**config.mk**
```make
export PLATFORM = sky130hd
export DESIGN_NAME = cep_exc_unit
export DESIGN_NICKNAME = d
export VERILOG_FILES = /design/src/rtl/cep_pkg.sv /design/src/rtl/cep_exc_unit.sv
export SDC_FILE = /design/constraint.sdc
export NUM_CORES = 1
export LEC_CHECK = 0
export BUFFER_PORTS_ARGS = -buffer_cell sky130_fd_sc_hd__buf_2
export CORE_AREA = 2 2 275 277
export CTS_CLUSTER_SIZE = 16
export DETAILED_ROUTE_END_ITERATION = 16
export DIE_AREA = 0 0 277 279
export SLEW_MARGIN = 20
export SYNTH_ARGS = -nofsm -noshare
export SYNTH_HDL_FRONTEND = slang
export SYNTH_SLANG_ARGS = --single-unit
export TNS_END_PERCENT = 50
```
**constraint.sdc**
```tcl
create_clock -name clock -period 17.67 [get_ports clock]
set_input_delay 0 -clock clock [delete_from_list [all_inputs] [get_ports clock]]
set_output_delay 0 -clock clock [all_outputs]
set_load 0.005 [all_outputs]
```
**src/rtl/cep_pkg.sv**
```systemverilog
// Constants and types shared by the exception priority unit.
`default_nettype none
package cep_pkg;
  // ==========================================================
  // Vector addresses and offsets
  localparam logic [63:0] RESET_VEC = 64'hFFFF_FFFF_BFC0_0000;
  localparam logic [63:0] BASE_BEV0 = 64'hFFFF_FFFF_8000_0000;
  localparam logic [63:0] BASE_BEV1 = 64'hFFFF_FFFF_BFC0_0200;
  localparam logic [63:0] CERR_BASE_BEV0 = 64'hFFFF_FFFF_A000_0000;
  localparam logic [63:0] OFF_REFILL = 64'h0000_0000_0000_0000;
  localparam logic [63:0] OFF_XREFILL = 64'h0000_0000_0000_0080;
  localparam logic [63:0] OFF_CERR = 64'h0000_0000_0000_0100;
  localparam logic [63:0] OFF_GEN = 64'h0000_0000_0000_0180;
  // ==========================================================
  // Reset values of the replacement pointer, locked count, mode field
  localparam logic [5:0] RANDOM_TOP = 6'h2F;
  localparam logic [5:0] WIRED_RST = 6'h00;
  localparam logic EM_RST = 1'h0;
  // Identity code; the value is arbitrary.
  localparam logic [7:0] IDENT_CODE = 8'h3C;
  // Interrupt register bit that raises the nonmaskable interrupt.
  localparam int NMI_INT_BIT = 6;
  // ==========================================================
  // Cause codes, customary architecture values
  localparam logic [4:0] CC_INT = 5'h00;
  localparam logic [4:0] CC_MOD = 5'h01;
  localparam logic [4:0] CC_XLAT_MISS_LOAD_CODE = 5'h02;
  localparam logic [4:0] CC_XLAT_MISS_STORE_CODE = 5'h03;
  localparam logic [4:0] CC_ADDR_FAULT_LOAD_CODE = 5'h04;
  localparam logic [4:0] CC_ADDR_FAULT_STORE_CODE = 5'h05;
  localparam logic [4:0] CC_IBE = 5'h06;
  localparam logic [4:0] CC_DBE = 5'h07;
  localparam logic [4:0] CC_BP = 5'h09;
  localparam logic [4:0] CC_WATCH = 5'h17;
  // ==========================================================
  // Priority ranks, zero is the highest general rank
  localparam int NUM_RANK = 15;
  localparam logic [3:0] RK_F_DBG = 4'h0;
  localparam logic [3:0] RK_F_ADE = 4'h1;
  localparam logic [3:0] RK_F_REFILL = 4'h2;
  localparam logic [3:0] RK_F_INVAL = 4'h3;
  localparam logic [3:0] RK_F_CERR = 4'h4;
  localparam logic [3:0] RK_F_BUS = 4'h5;
  localparam logic [3:0] RK_EXEC = 4'h6;
  localparam logic [3:0] RK_D_ADE = 4'h7;
  localparam logic [3:0] RK_D_REFILL = 4'h8;
  localparam logic [3:0] RK_D_INVAL = 4'h9;
  localparam logic [3:0] RK_D_MOD = 4'hA;
  localparam logic [3:0] RK_D_CERR = 4'hB;
  localparam logic [3:0] RK_D_BUS = 4'hC;
  localparam logic [3:0] RK_WATCH = 4'hD;
  localparam logic [3:0] RK_INT = 4'hE;
  // ==========================================================
  // Access size and privilege encodings, address field positions
  localparam logic [1:0] SZ_HALF = 2'h1;
  localparam logic [1:0] SZ_WORD = 2'h2;
  localparam logic [1:0] SZ_DWORD = 2'h3;
  localparam logic [1:0] MODE_SUP = 2'h1;
  localparam logic [1:0] MODE_USER = 2'h2;
  localparam int VPN2_LSB = 13;
  localparam int XCTX_MSB = 39;
  localparam logic [34:0] SSEG_TOP = 35'h7_FFFF_FFFE;
  localparam logic [33:0] KSEG01_TOP = 34'h3_FFFF_FFFE;
  localparam logic [1:0] XSSEG_TOP = 2'h1;
  localparam logic [1:0] XKPHYS_TOP = 2'h2;
  // ==========================================================
  // Kind of entry taken in a cycle
  typedef enum logic [2:0] {
    ENT_NONE, ENT_COLD, ENT_SOFT, ENT_NMI, ENT_GEN, ENT_CERR
  } cep_entry_t;
endpackage
`default_nettype wire

```
**src/rtl/cep_exc_unit.sv**
```systemverilog
// Exception recognition, ranking and entry state of the core.
`default_nettype none
// Functional notes
// - Report only the highest ranked of simultaneous exceptions.
// - Interrupt and NMI ranked in the cycle the logic samples them.
// - Cold reset taken when its input is asserted and then released.
// - Cold reset, soft reset and NMI fetch from the fixed reset vector.
// - Cold reset clears restart, shutdown bits; sets error level, boot.
// - Cold reset sets replacement pointer to 47; soft reset, NMI keep it.
// - Cold reset clears locked entry count; soft reset and NMI keep it.
// - Cold reset clears mode enable; clock ratio, endian stay hardwired.
// - Soft reset and NMI write restart address to error return register.
// - Soft reset starts at reset vector on release; cannot be masked.
// - Soft reset, NMI set error level, boot and restart flag; keep rest.
// - Soft reset resets cache and bus machines; NMI does not.
// - NMI raised on falling NMI input or write of interrupt bit 6.
// - NMI taken regardless of exception level, error level, enable.
// - NMI taken only at an instruction boundary, memory state kept.
// - Address error on misalignment or privileged space reference.
// - Address error uses common vector, load/store code, keeps address.
// - Return address is faulting instruction, or branch with delay flag.
// - Refill raised when a mapped reference finds no matching entry.
// - Invalid on match with clear valid; modified on clean store match.
// - Refill uses 32 or 64 bit vector per space, only when level clear.
// - Refill sets load/store code, captures address into fault registers.
// - Exception address is base plus 0x000, 0x080, 0x100 or 0x180.
// - Vector base chosen by the boot vector bit.
// - Any general exception other than a cache error sets the exception level bit.
module cep_exc_unit import cep_pkg::*; (
  // Clock and reset
  input wire logic clock,
  input wire logic sys_rst,
  // External reset and interrupt pins
  input wire logic power_on_reset_n,
  input wire logic soft_reset_n,
  input wire logic nmi_n,
  input wire logic int_reg_wr,
  input wire logic [7:0] int_reg_wdata,
  input wire logic irq_pending,
  // Pipeline state
  input wire logic insn_boundary,
  input wire logic [63:0] insn_pc,
  input wire logic in_delay_slot,
  input wire logic [63:0] branch_pc,
  input wire logic [1:0] cur_mode,
  // Fetch access and its translation result
  input wire logic f_valid,
  input wire logic [63:0] f_vaddr,
  input wire logic f_tlb_hit,
  input wire logic f_tlb_valid,
  input wire logic f_dbg_break,
  input wire logic f_cache_err,
  input wire logic f_bus_err,
  // Execution group request
  input wire logic exec_req,
  input wire logic [4:0] exec_code,
  // Data access and its translation result
  input wire logic d_valid,
  input wire logic d_store,
  input wire logic [1:0] d_size,
  input wire logic [63:0] d_vaddr,
  input wire logic d_tlb_hit,
  input wire logic d_tlb_valid,
  input wire logic d_tlb_dirty,
  input wire logic d_cache_err,
  input wire logic d_bus_err,
  input wire logic watch_hit,
  input wire logic [7:0] address_space_id,
  // Status inputs and software writes
  input wire logic global_irq_enable,
  input wire logic user_wide_addressing,
  input wire logic supervisor_wide_addressing,
  input wire logic kernel_wide_addressing,
  input wire logic sw_status_wr,
  input wire logic sw_error_level,
  input wire logic sw_boot_vector,
  input wire logic sw_exception_level,
  input wire logic sw_wired_wr,
  input wire logic [5:0] sw_wired,
  input wire logic sw_mode_enable_wr,
  input wire logic sw_mode_enable,
  input wire logic [2:0] clock_ratio_hw,
  input wire logic endian_hw,
  // Entry outputs
  output logic exc_taken,
  output logic [63:0] exc_vector,
  output logic cache_bus_reset,
  // Status and configuration outputs
  output logic error_level_bit,
  output logic boot_vector_select,
  output logic soft_restart_flag,
  output logic tlb_shutdown_bit,
  output logic exception_level_bit,
  output logic mode_enable_field,
  output logic [2:0] clock_ratio_field,
  output logic endian_select,
  output logic [7:0] processor_identity_reg,
  output logic [5:0] tlb_random,
  output logic [5:0] tlb_wired,
  // Fault capture outputs
  output logic [4:0] cause_code_field,
  output logic delay_slot_flag,
  output logic [63:0] exception_return_addr,
  output logic [63:0] error_return_addr,
  output logic [63:0] faulting_vaddr_reg,
  output logic [63:0] tlb_entry_high,
  output logic [26:0] wide_page_table_pointer
);
  // ==========================================================
  // Helper functions

  // Misaligned or privileged reference; byte size never misaligns.
  function automatic logic addr_fault(input logic [63:0] va,
      input logic [1:0] sz, input logic [1:0] mode);
    logic mis;
    logic ksp;
    logic ssp;
    mis = ((sz == SZ_HALF) && va[0]) ||
          ((sz == SZ_WORD) && (va[1:0] != 2'h0)) ||
          ((sz == SZ_DWORD) && (va[2:0] != 3'h0));
    ssp = (va[63:62] == XSSEG_TOP) || (va[63:29] == SSEG_TOP);
    ksp = (va[63:40] != 24'h00_0000) && !ssp;
    return mis || (ksp && (mode != 2'h0)) ||
           (ssp && (mode == MODE_USER));
  endfunction

  // Kernel segments 0/1 and the physical window bypass translation.
  function automatic logic is_mapped(input logic [63:0] va);
    return (va[63:62] != XKPHYS_TOP) && (va[63:30] != KSEG01_TOP);
  endfunction

  // Wide refill chosen by the referenced space, not the current mode.
  function automatic logic wide_space(input logic [63:0] va,
      input logic ux, input logic sx, input logic kx);
    if (va[63:40] == 24'h00_0000) begin
      return ux;
    end else if (va[63:29] == SSEG_TOP) begin
      return kx;
    end else if (va[63:62] == XSSEG_TOP) begin
      return sx;
    end
    return kx;
  endfunction

  // Lowest set index wins, so index zero is the highest rank.
  function automatic logic [3:0] first_set(input logic [NUM_RANK-1:0] r);
    logic [3:0] idx;
    idx = RK_INT;
    for (int i = NUM_RANK - 1; i >= 0; i--) begin
      if (r[i]) begin
        idx = 4'(i);
      end
    end
    return idx;
  endfunction

  // ==========================================================
  // State registers
  logic por_low_r, srst_low_r, nmi_prev_r, nmi_pend_r;
  logic erl_r, bev_r, sr_r, ts_r, exl_r, em_r, bd_r, taken_r;
  logic cbreset_r, endian_r;
  logic [2:0] ec_r;
  logic [5:0] random_r, wired_r;
  logic [4:0] code_r;
  logic [63:0] vec_r, epc_r, err_epc_r, badv_r, ehi_r;
  logic [26:0] xctx_r;
  cep_entry_t ent;

  // ==========================================================
  // Event detection on the pins
  wire cold_evt = por_low_r && power_on_reset_n;
  wire soft_evt = srst_low_r && soft_reset_n && !cold_evt;
  wire hold = !power_on_reset_n || !soft_reset_n;
  wire nmi_set = (nmi_prev_r && !nmi_n) ||
                 (int_reg_wr && int_reg_wdata[NMI_INT_BIT]);
  // Masking bits are not consulted for NMI.
  wire nmi_take = nmi_pend_r && insn_boundary;

  // ==========================================================
  // Fault detection on the fetch and data accesses
  wire f_ade = f_valid && addr_fault(f_vaddr, SZ_WORD, cur_mode);
  wire d_ade = d_valid && addr_fault(d_vaddr, d_size, cur_mode);
  wire f_map = f_valid && !f_ade && is_mapped(f_vaddr);
  wire d_map = d_valid && !d_ade && is_mapped(d_vaddr);
  wire f_refill = f_map && !f_tlb_hit;
  wire d_refill = d_map && !d_tlb_hit;
  wire f_inval = f_map && f_tlb_hit && !f_tlb_valid;
  wire d_inval = d_map && d_tlb_hit && !d_tlb_valid;
  wire d_mod = d_map && d_store && d_tlb_hit && d_tlb_valid &&
               !d_tlb_dirty;
  // Interrupt sampled in the same cycle as NMI, ranked below it.
  wire int_req = irq_pending && global_irq_enable && !exl_r && !erl_r;

  // ==========================================================
  // Ranking of general exceptions
  wire [NUM_RANK-1:0] req = {int_req, watch_hit, d_valid && d_bus_err,
    d_valid && d_cache_err, d_mod, d_inval, d_refill, d_ade, exec_req,
    f_valid && f_bus_err, f_valid && f_cache_err, f_inval, f_refill,
    f_ade, f_valid && f_dbg_break};
  wire [3:0] rank = first_set(req);
  wire gen_any = insn_boundary && (req != '0);
  wire is_cerr = (rank == RK_F_CERR) || (rank == RK_D_CERR);

  // Resets outrank NMI, NMI outranks all general ones.
  always_comb begin
    if (cold_evt) begin
      ent = ENT_COLD;
    end else if (soft_evt) begin
      ent = ENT_SOFT;
    end else if (hold) begin
      ent = ENT_NONE;
    end else if (nmi_take) begin
      ent = ENT_NMI;
    end else if (gen_any) begin
      ent = is_cerr ? ENT_CERR : ENT_GEN;
    end else begin
      ent = ENT_NONE;
    end
  end

  // ==========================================================
  // Fault address, cause code and vector selection
  wire fetch_side = (rank <= RK_F_BUS);
  wire [63:0] fault_va = fetch_side ? f_vaddr : d_vaddr;
  wire store_side = !fetch_side && d_store;
  wire is_ade = (rank == RK_F_ADE) || (rank == RK_D_ADE);
  wire is_refill = (rank == RK_F_REFILL) || (rank == RK_D_REFILL);
  wire is_tlb = is_refill || (rank == RK_F_INVAL) ||
                (rank == RK_D_INVAL) || (rank == RK_D_MOD);
  wire wide = wide_space(fault_va, user_wide_addressing,
    supervisor_wide_addressing, kernel_wide_addressing);
  // Return address falls back to the branch for a delay slot.
  wire [63:0] ret_pc = in_delay_slot ? branch_pc : insn_pc;
  wire [63:0] gen_base = bev_r ? BASE_BEV1 : BASE_BEV0;
  wire [63:0] gen_off = (is_refill && !exl_r) ?
    (wide ? OFF_XREFILL : OFF_REFILL) : OFF_GEN;
  wire [63:0] cerr_vec = (bev_r ? BASE_BEV1 : CERR_BASE_BEV0) + OFF_CERR;

  // Customary cause encodings per rank.
  logic [4:0] code_sel;
  always_comb begin
    unique case (rank)
      RK_F_DBG: code_sel = CC_BP;
      RK_F_ADE, RK_D_ADE: code_sel = store_side ? CC_ADDR_FAULT_STORE_CODE : CC_ADDR_FAULT_LOAD_CODE;
      RK_F_REFILL, RK_F_INVAL, RK_D_REFILL, RK_D_INVAL:
        code_sel = store_side ? CC_XLAT_MISS_STORE_CODE : CC_XLAT_MISS_LOAD_CODE;
      RK_D_MOD: code_sel = CC_MOD;
      RK_F_BUS: code_sel = CC_IBE;
      RK_D_BUS: code_sel = CC_DBE;
      RK_EXEC: code_sel = exec_code;
      RK_WATCH: code_sel = CC_WATCH;
      default: code_sel = CC_INT;
    endcase
  end

  // ==========================================================
  // Next values of the status and capture registers
  wire rst_like = (ent == ENT_SOFT) || (ent == ENT_NMI);
  wire gen_ent = (ent == ENT_GEN);
  wire [63:0] vec_nxt = (ent == ENT_GEN) ? gen_base + gen_off :
    (ent == ENT_CERR) ? cerr_vec : RESET_VEC;
  wire erl_nxt = (ent == ENT_COLD || rst_like || ent == ENT_CERR) ? 1'b1 :
    sw_status_wr ? sw_error_level : erl_r;
  wire bev_nxt = (ent == ENT_COLD || rst_like) ? 1'b1 :
    sw_status_wr ? sw_boot_vector : bev_r;
  wire sr_nxt = (ent == ENT_COLD) ? 1'b0 : rst_like ? 1'b1 : sr_r;
  wire exl_nxt = gen_ent ? 1'b1 :
    sw_status_wr ? sw_exception_level : exl_r;
  // The pointer walks down to the locked count, then wraps to the top.
  wire [5:0] rnd_step = (random_r <= wired_r) ? RANDOM_TOP :
    random_r - 6'h01;
  wire [5:0] random_nxt = (ent == ENT_COLD) ? RANDOM_TOP :
    (insn_boundary && (ent == ENT_NONE)) ? rnd_step : random_r;
  wire [5:0] wired_nxt = (ent == ENT_COLD) ? WIRED_RST :
    sw_wired_wr ? sw_wired : wired_r;
  wire em_nxt = (ent == ENT_COLD) ? EM_RST :
    sw_mode_enable_wr ? sw_mode_enable : em_r;
  // Set wins: a new NMI in the take cycle stays pending.
  wire nmi_pend_nxt = nmi_set || (nmi_pend_r && (ent != ENT_NMI));

  // ==========================================================
  // Pin history and status bits
  always_ff @(posedge clock or posedge sys_rst) begin
    if (sys_rst) begin
      por_low_r <= 1'b0;
      srst_low_r <= 1'b0;
      nmi_prev_r <= 1'b1;
      nmi_pend_r <= 1'b0;
      erl_r <= 1'b1;
      bev_r <= 1'b1;
      sr_r <= 1'b0;
      ts_r <= 1'b0;
      exl_r <= 1'b0;
      em_r <= EM_RST;
      random_r <= RANDOM_TOP;
      wired_r <= WIRED_RST;
      cbreset_r <= 1'b0;
    end else begin
      por_low_r <= !power_on_reset_n;
      srst_low_r <= !soft_reset_n;
      nmi_prev_r <= nmi_n;
      nmi_pend_r <= nmi_pend_nxt;
      erl_r <= erl_nxt;
      bev_r <= bev_nxt;
      sr_r <= sr_nxt;
      ts_r <= (ent == ENT_COLD) ? 1'b0 : ts_r;
      exl_r <= exl_nxt;
      em_r <= em_nxt;
      random_r <= random_nxt;
      wired_r <= wired_nxt;
      cbreset_r <= !soft_reset_n;
    end
  end

  // Entry strobe, vector and capture registers; hardwired fields follow
  // their straps every cycle, one cycle late, and read zero while reset is held.
  always_ff @(posedge clock or posedge sys_rst) begin
    if (sys_rst) begin
      taken_r <= 1'b0;
      vec_r <= RESET_VEC;
      code_r <= CC_INT;
      bd_r <= 1'b0;
      epc_r <= '0;
      err_epc_r <= '0;
      badv_r <= '0;
      ehi_r <= '0;
      xctx_r <= '0;
      ec_r <= 3'h0;
      endian_r <= 1'b0;
    end else begin
      taken_r <= (ent != ENT_NONE);
      vec_r <= (ent != ENT_NONE) ? vec_nxt : vec_r;
      code_r <= gen_ent ? code_sel : code_r;
      bd_r <= (gen_ent && !exl_r) ? in_delay_slot : bd_r;
      epc_r <= (gen_ent && !exl_r) ? ret_pc : epc_r;
      err_epc_r <= (rst_like || ent == ENT_CERR) ? ret_pc :
        err_epc_r;
      badv_r <= (gen_ent && (is_ade || is_tlb)) ? fault_va :
        badv_r;
      ehi_r <= (gen_ent && is_tlb) ?
        {fault_va[63:VPN2_LSB], 5'h00, address_space_id} : ehi_r;
      xctx_r <= (gen_ent && is_tlb) ?
        fault_va[XCTX_MSB:VPN2_LSB] : xctx_r;
      ec_r <= clock_ratio_hw;
      endian_r <= endian_hw;
    end
  end

  // ==========================================================
  // Output drive
  assign exc_taken = taken_r;
  assign exc_vector = vec_r;
  assign cache_bus_reset = cbreset_r;
  assign error_level_bit = erl_r;
  assign boot_vector_select = bev_r;
  assign soft_restart_flag = sr_r;
  assign tlb_shutdown_bit = ts_r;
  assign exception_level_bit = exl_r;
  assign mode_enable_field = em_r;
  assign clock_ratio_field = ec_r;
  assign endian_select = endian_r;
  assign processor_identity_reg = IDENT_CODE;
  assign tlb_random = random_r;
  assign tlb_wired = wired_r;
  assign cause_code_field = code_r;
  assign delay_slot_flag = bd_r;
  assign exception_return_addr = epc_r;
  assign error_return_addr = err_epc_r;
  assign faulting_vaddr_reg = badv_r;
  assign tlb_entry_high = ehi_r;
  assign wide_page_table_pointer = xctx_r;
endmodule // cep_exc_unit
`default_nettype wire

```
==> impl_metrics.yaml <==
floorplanning:
  rows: 100
  chipWidth_um: 277
  io_pins: 711
  design.core.area_mm2: 0.07407
  start_util_pct: 19.76
  die_height_um: 279
  dieArea_mm2: 0.07728
synth:
  ys_async_sr_fraction_pct: 100.0
  synth_top_area_share_pct: 47.53
  synthFlopType: "dfrtp_1"
  yosysWarnings: 0
  synth_area_leaders: "dfrtp_1, mux2_2, mux2_4"
  synth_cell_types: 71
  synth_seq_area_share_pct: 49.32
  synth_top_cell_by_area: "dfrtp_1"
  syn_avg_cell_area_um2: 12.42
  yosys_register_bits: 288
  postSynthCellCount: 1178
  synth_area_mm2: 0.01464
  synth_edf_count: 0
grt:
  grt_overflow: 0
  antenna_found_initial: 9
  grt_pass1_wl_mm: 79.65
  grt_pass1_vias: 13320
  track_usage_pct: 13.19
  grt_max_degree: 111
cells_and_area:
  areaGrowthSynthToFinish_pct: 53.68
  fillers: 7577
  layout.nets: 2411
  layout-drive-gt1-share_pct: 50.55
setup_path:
  r2r-start: "exception_level_bit$_DFFE_PP0P_"
  path_class: "primary input to flip-flop"
  endpoint: "error_return_addr[22]$_DFFE_PP0P_"
  r2r_cells: 6
  start_kind: "primary input"
  startpoint: "f_vaddr[36]"
  cp_max_fo: 49
  timing.rr.end: "error_return_addr[22]$_DFFE_PP0P_"
  rrSetupSlack_ns: 13.84
  endpoint_kind: "flip-flop"
  cp_data_arrival_time_ns: 5.61
  worstPathRequired_ns: 18.11
route:
  num_vias: 12720
  drt_iter0_drc: 732
  viasPerCell: 4.133
  drt_wl_total_mm: 52.84
  firstDrtPassIters: 5
  wl_per_cell_um: 17.17
  ant_nets: 0
  drc: 0
sta:
  timing.final.hold_violations: 0
  drv_slew: 0
  rsz0062_at_grt: "no"
  skew_ns: 0.01717
  slew_headroom_pct: 35.14
  finalCriticalPeriod_ns: 5.175
  finalSetupViolations: 0
  fin_crit_sh_pct: 29.29
  max_freq_ghz: 0.1932
  worstMarginPinSlew_ns: 0.9728
  finalSetupTns_ns: 0
cts:
  cts_buffer_depth: 3
  cts_tree: "built"
  cts_resized: 0
  clk_latency_ns: 0.54
  clkTransAtPathRegs_ns: 0.06
  cts_setup_buffers: 0
  cts-root-buf: "clkbuf_16"
  clock-sinks: 288
  htree_levels: 2
  ctsHoldBuffers: 300
  cts_buffers: 35
power_and_ir_drop:
  switching_share_pct: 26.56
  p_total_mw: 1.804
  p_per_area_mw_per_mm2: 80.20
  vdd_drop_max_mv: 0.05007
  p_switching_mw: 0.4791
  p_leak_nw: 11.58
  p_comb_share_pct: 19.1
  sequentialPowerShare_pct: 40.9
  p_clk_share_pct: 40.0
  p_int_mw: 1.325
placed_design:
  finalWeightedCongestion: 0.9209
  io_buffers: 636
  place.detailed.hpwl_mm: 38.65
hold_path:
  min-delay-path-class: "primary input to flip-flop"
status:
  status: "complete, no violations"
run:
  cap_violations: 0
==> cells in the mapped netlist (10+ instances only) <==
| library cell | number |
|---|---|
| dfrtp_1 | 278 |
| nor4_1 | 19 |
| dfstp_2 | 10 |
| mux2_4 | 60 |
| buf_2 | 17 |
| nor2_1 | 28 |
| buf_4 | 100 |
| o21ai_0 | 15 |
| mux2_1 | 10 |
| nand4_1 | 20 |
| nand2_1 | 147 |
| inv_1 | 17 |
| a21oi_1 | 18 |
| clkbuf_1 | 15 |
| mux2_2 | 272 |
| mux2i_1 | 13 |
| nand3_1 | 15 |
==> power by group through the flow <==
stage | clock [mW] | combinational, mW | sequential [mW]
2_1_floorplan | 0 | 0.150 | 0.749
3_3_place_gp | 0 | 0.277 | 0.746
3_5_place_dp | 0 | 0.281 | 0.747
4_1_cts | 0.748 | 0.345 | 0.737
5_1_grt | 0.772 | 0.372 | 0.743
6_report | 0.722 | 0.345 | 0.737
==> cells in the final DEF (no fill, tap or decap), types with 15 or more instances in the layout <==
master / netlist / routed
dfrtp_1: 278 / 278
conb_1: 2 / 67
nand2_1: 147 / 146
inv_1: 17 / 16
dlygate4sd3_1: 0 / 300
nor4_1: 19 / 18
mux2_4: 60 / 60
clkbuf_16: 0 / 35
buf_2: 17 / 636
nand4_1: 20 / 20
mux2_2: 272 / 272
nand3_1: 15 / 15
o21ai_0: 15 / 15
nor2_1: 28 / 27
a21oi_1: 18 / 18
==> how the worst min path moves through the flow <==
stage                                 start                                      end  slack, ns  depth (start not counted)
after global routing            d_vaddr[29]  wide_page_table_pointer[16]$_DFFE_PP0P_       0.06                          4
after CTS                       d_vaddr[29]  wide_page_table_pointer[16]$_DFFE_PP0P_      0.007                          4
final                           f_vaddr[39]           tlb_entry_high[39]$_DFFE_PP0P_       0.03                          4
after floorplan                       nmi_n                     nmi_prev_r$_DFF_PP1_      0.004                          0
after detailed placement  clock_ratio_hw[2]           clock_ratio_field[2]$_DFF_PP0_       0.11                          1
after global placement    clock_ratio_hw[2]           clock_ratio_field[2]$_DFF_PP0_       0.11                          1
==> logic make-up (layout without fill, tap and decap cells) <==
logic type	after synthesis	in the layout	share of synthesized area, %
multiplexers	355	355	28.74
flip-flops	288	288	49.32
AND/OR/NAND/NOR	266	266	8.583
buffers and inverters	165	1027	7.762
AO/OA/AOI/OAI	93	93	4.822
adder cells (fa/ha/maj)	7	7	0.5984
other	2	71	0.05131
XOR/XNOR	2	2	0.1197
==> worst max-delay path, stage by stage <==
cell and delay (ns):
dlygate4sd3_1 0.53, buf_2 0.11, nand4_1 0.21, nor4_1 0.48, a31oi_1 0.41, and3_2 0.37
o21a_1 0.26, o221ai_1 0.52, nor2_1 0.17, a221o_1 0.50, o21ai_4 0.69, buf_4 0.84
mux2_2 0.42
==> through the flow <==
step                instances  cell area, um2  worst slack [ns]  hold WS (ns)  util [%]
finish                   3078           22490             12.50       0.03038     30.37
floorplan                1243           14880             9.738      0.004478         -
CTS                      3074           22480             12.44      0.006980     30.35
global route             3077           22490             12.18       0.06497     30.36
detailed placement       2710           18330             12.39        0.1093     24.75
global placement         2709           18310             12.45        0.1097     24.71
==> cell type report <==
cell class / instances / area, um2 / share of cell area [%]
antenna: 4 / 10.01 / 0.04450
clock buffer: 49 / 978.4 / 4.350
clock inverter: 15 / 171.4 / 0.7620
inverter: 17 / 71.32 / 0.3171
multi-input combinational: 790 / 6558 / 29.15
sequential: 288 / 7219 / 32.09
tap: 969 / 1212 / 5.390
timing repair buffer: 946 / 6274 / 27.89
==> routing by layer <==
layer	global-route usage [%]	part of all wire, %	vias to the layer above
met1	15.89	41	6213
met5	0	0.047	-
met3	2.652	6.3	113
met4	5.644	3.8	4
li1	-	-	5835
met2	22.81	49	556
Note: power is estimated with default switching activity, not from simulation.
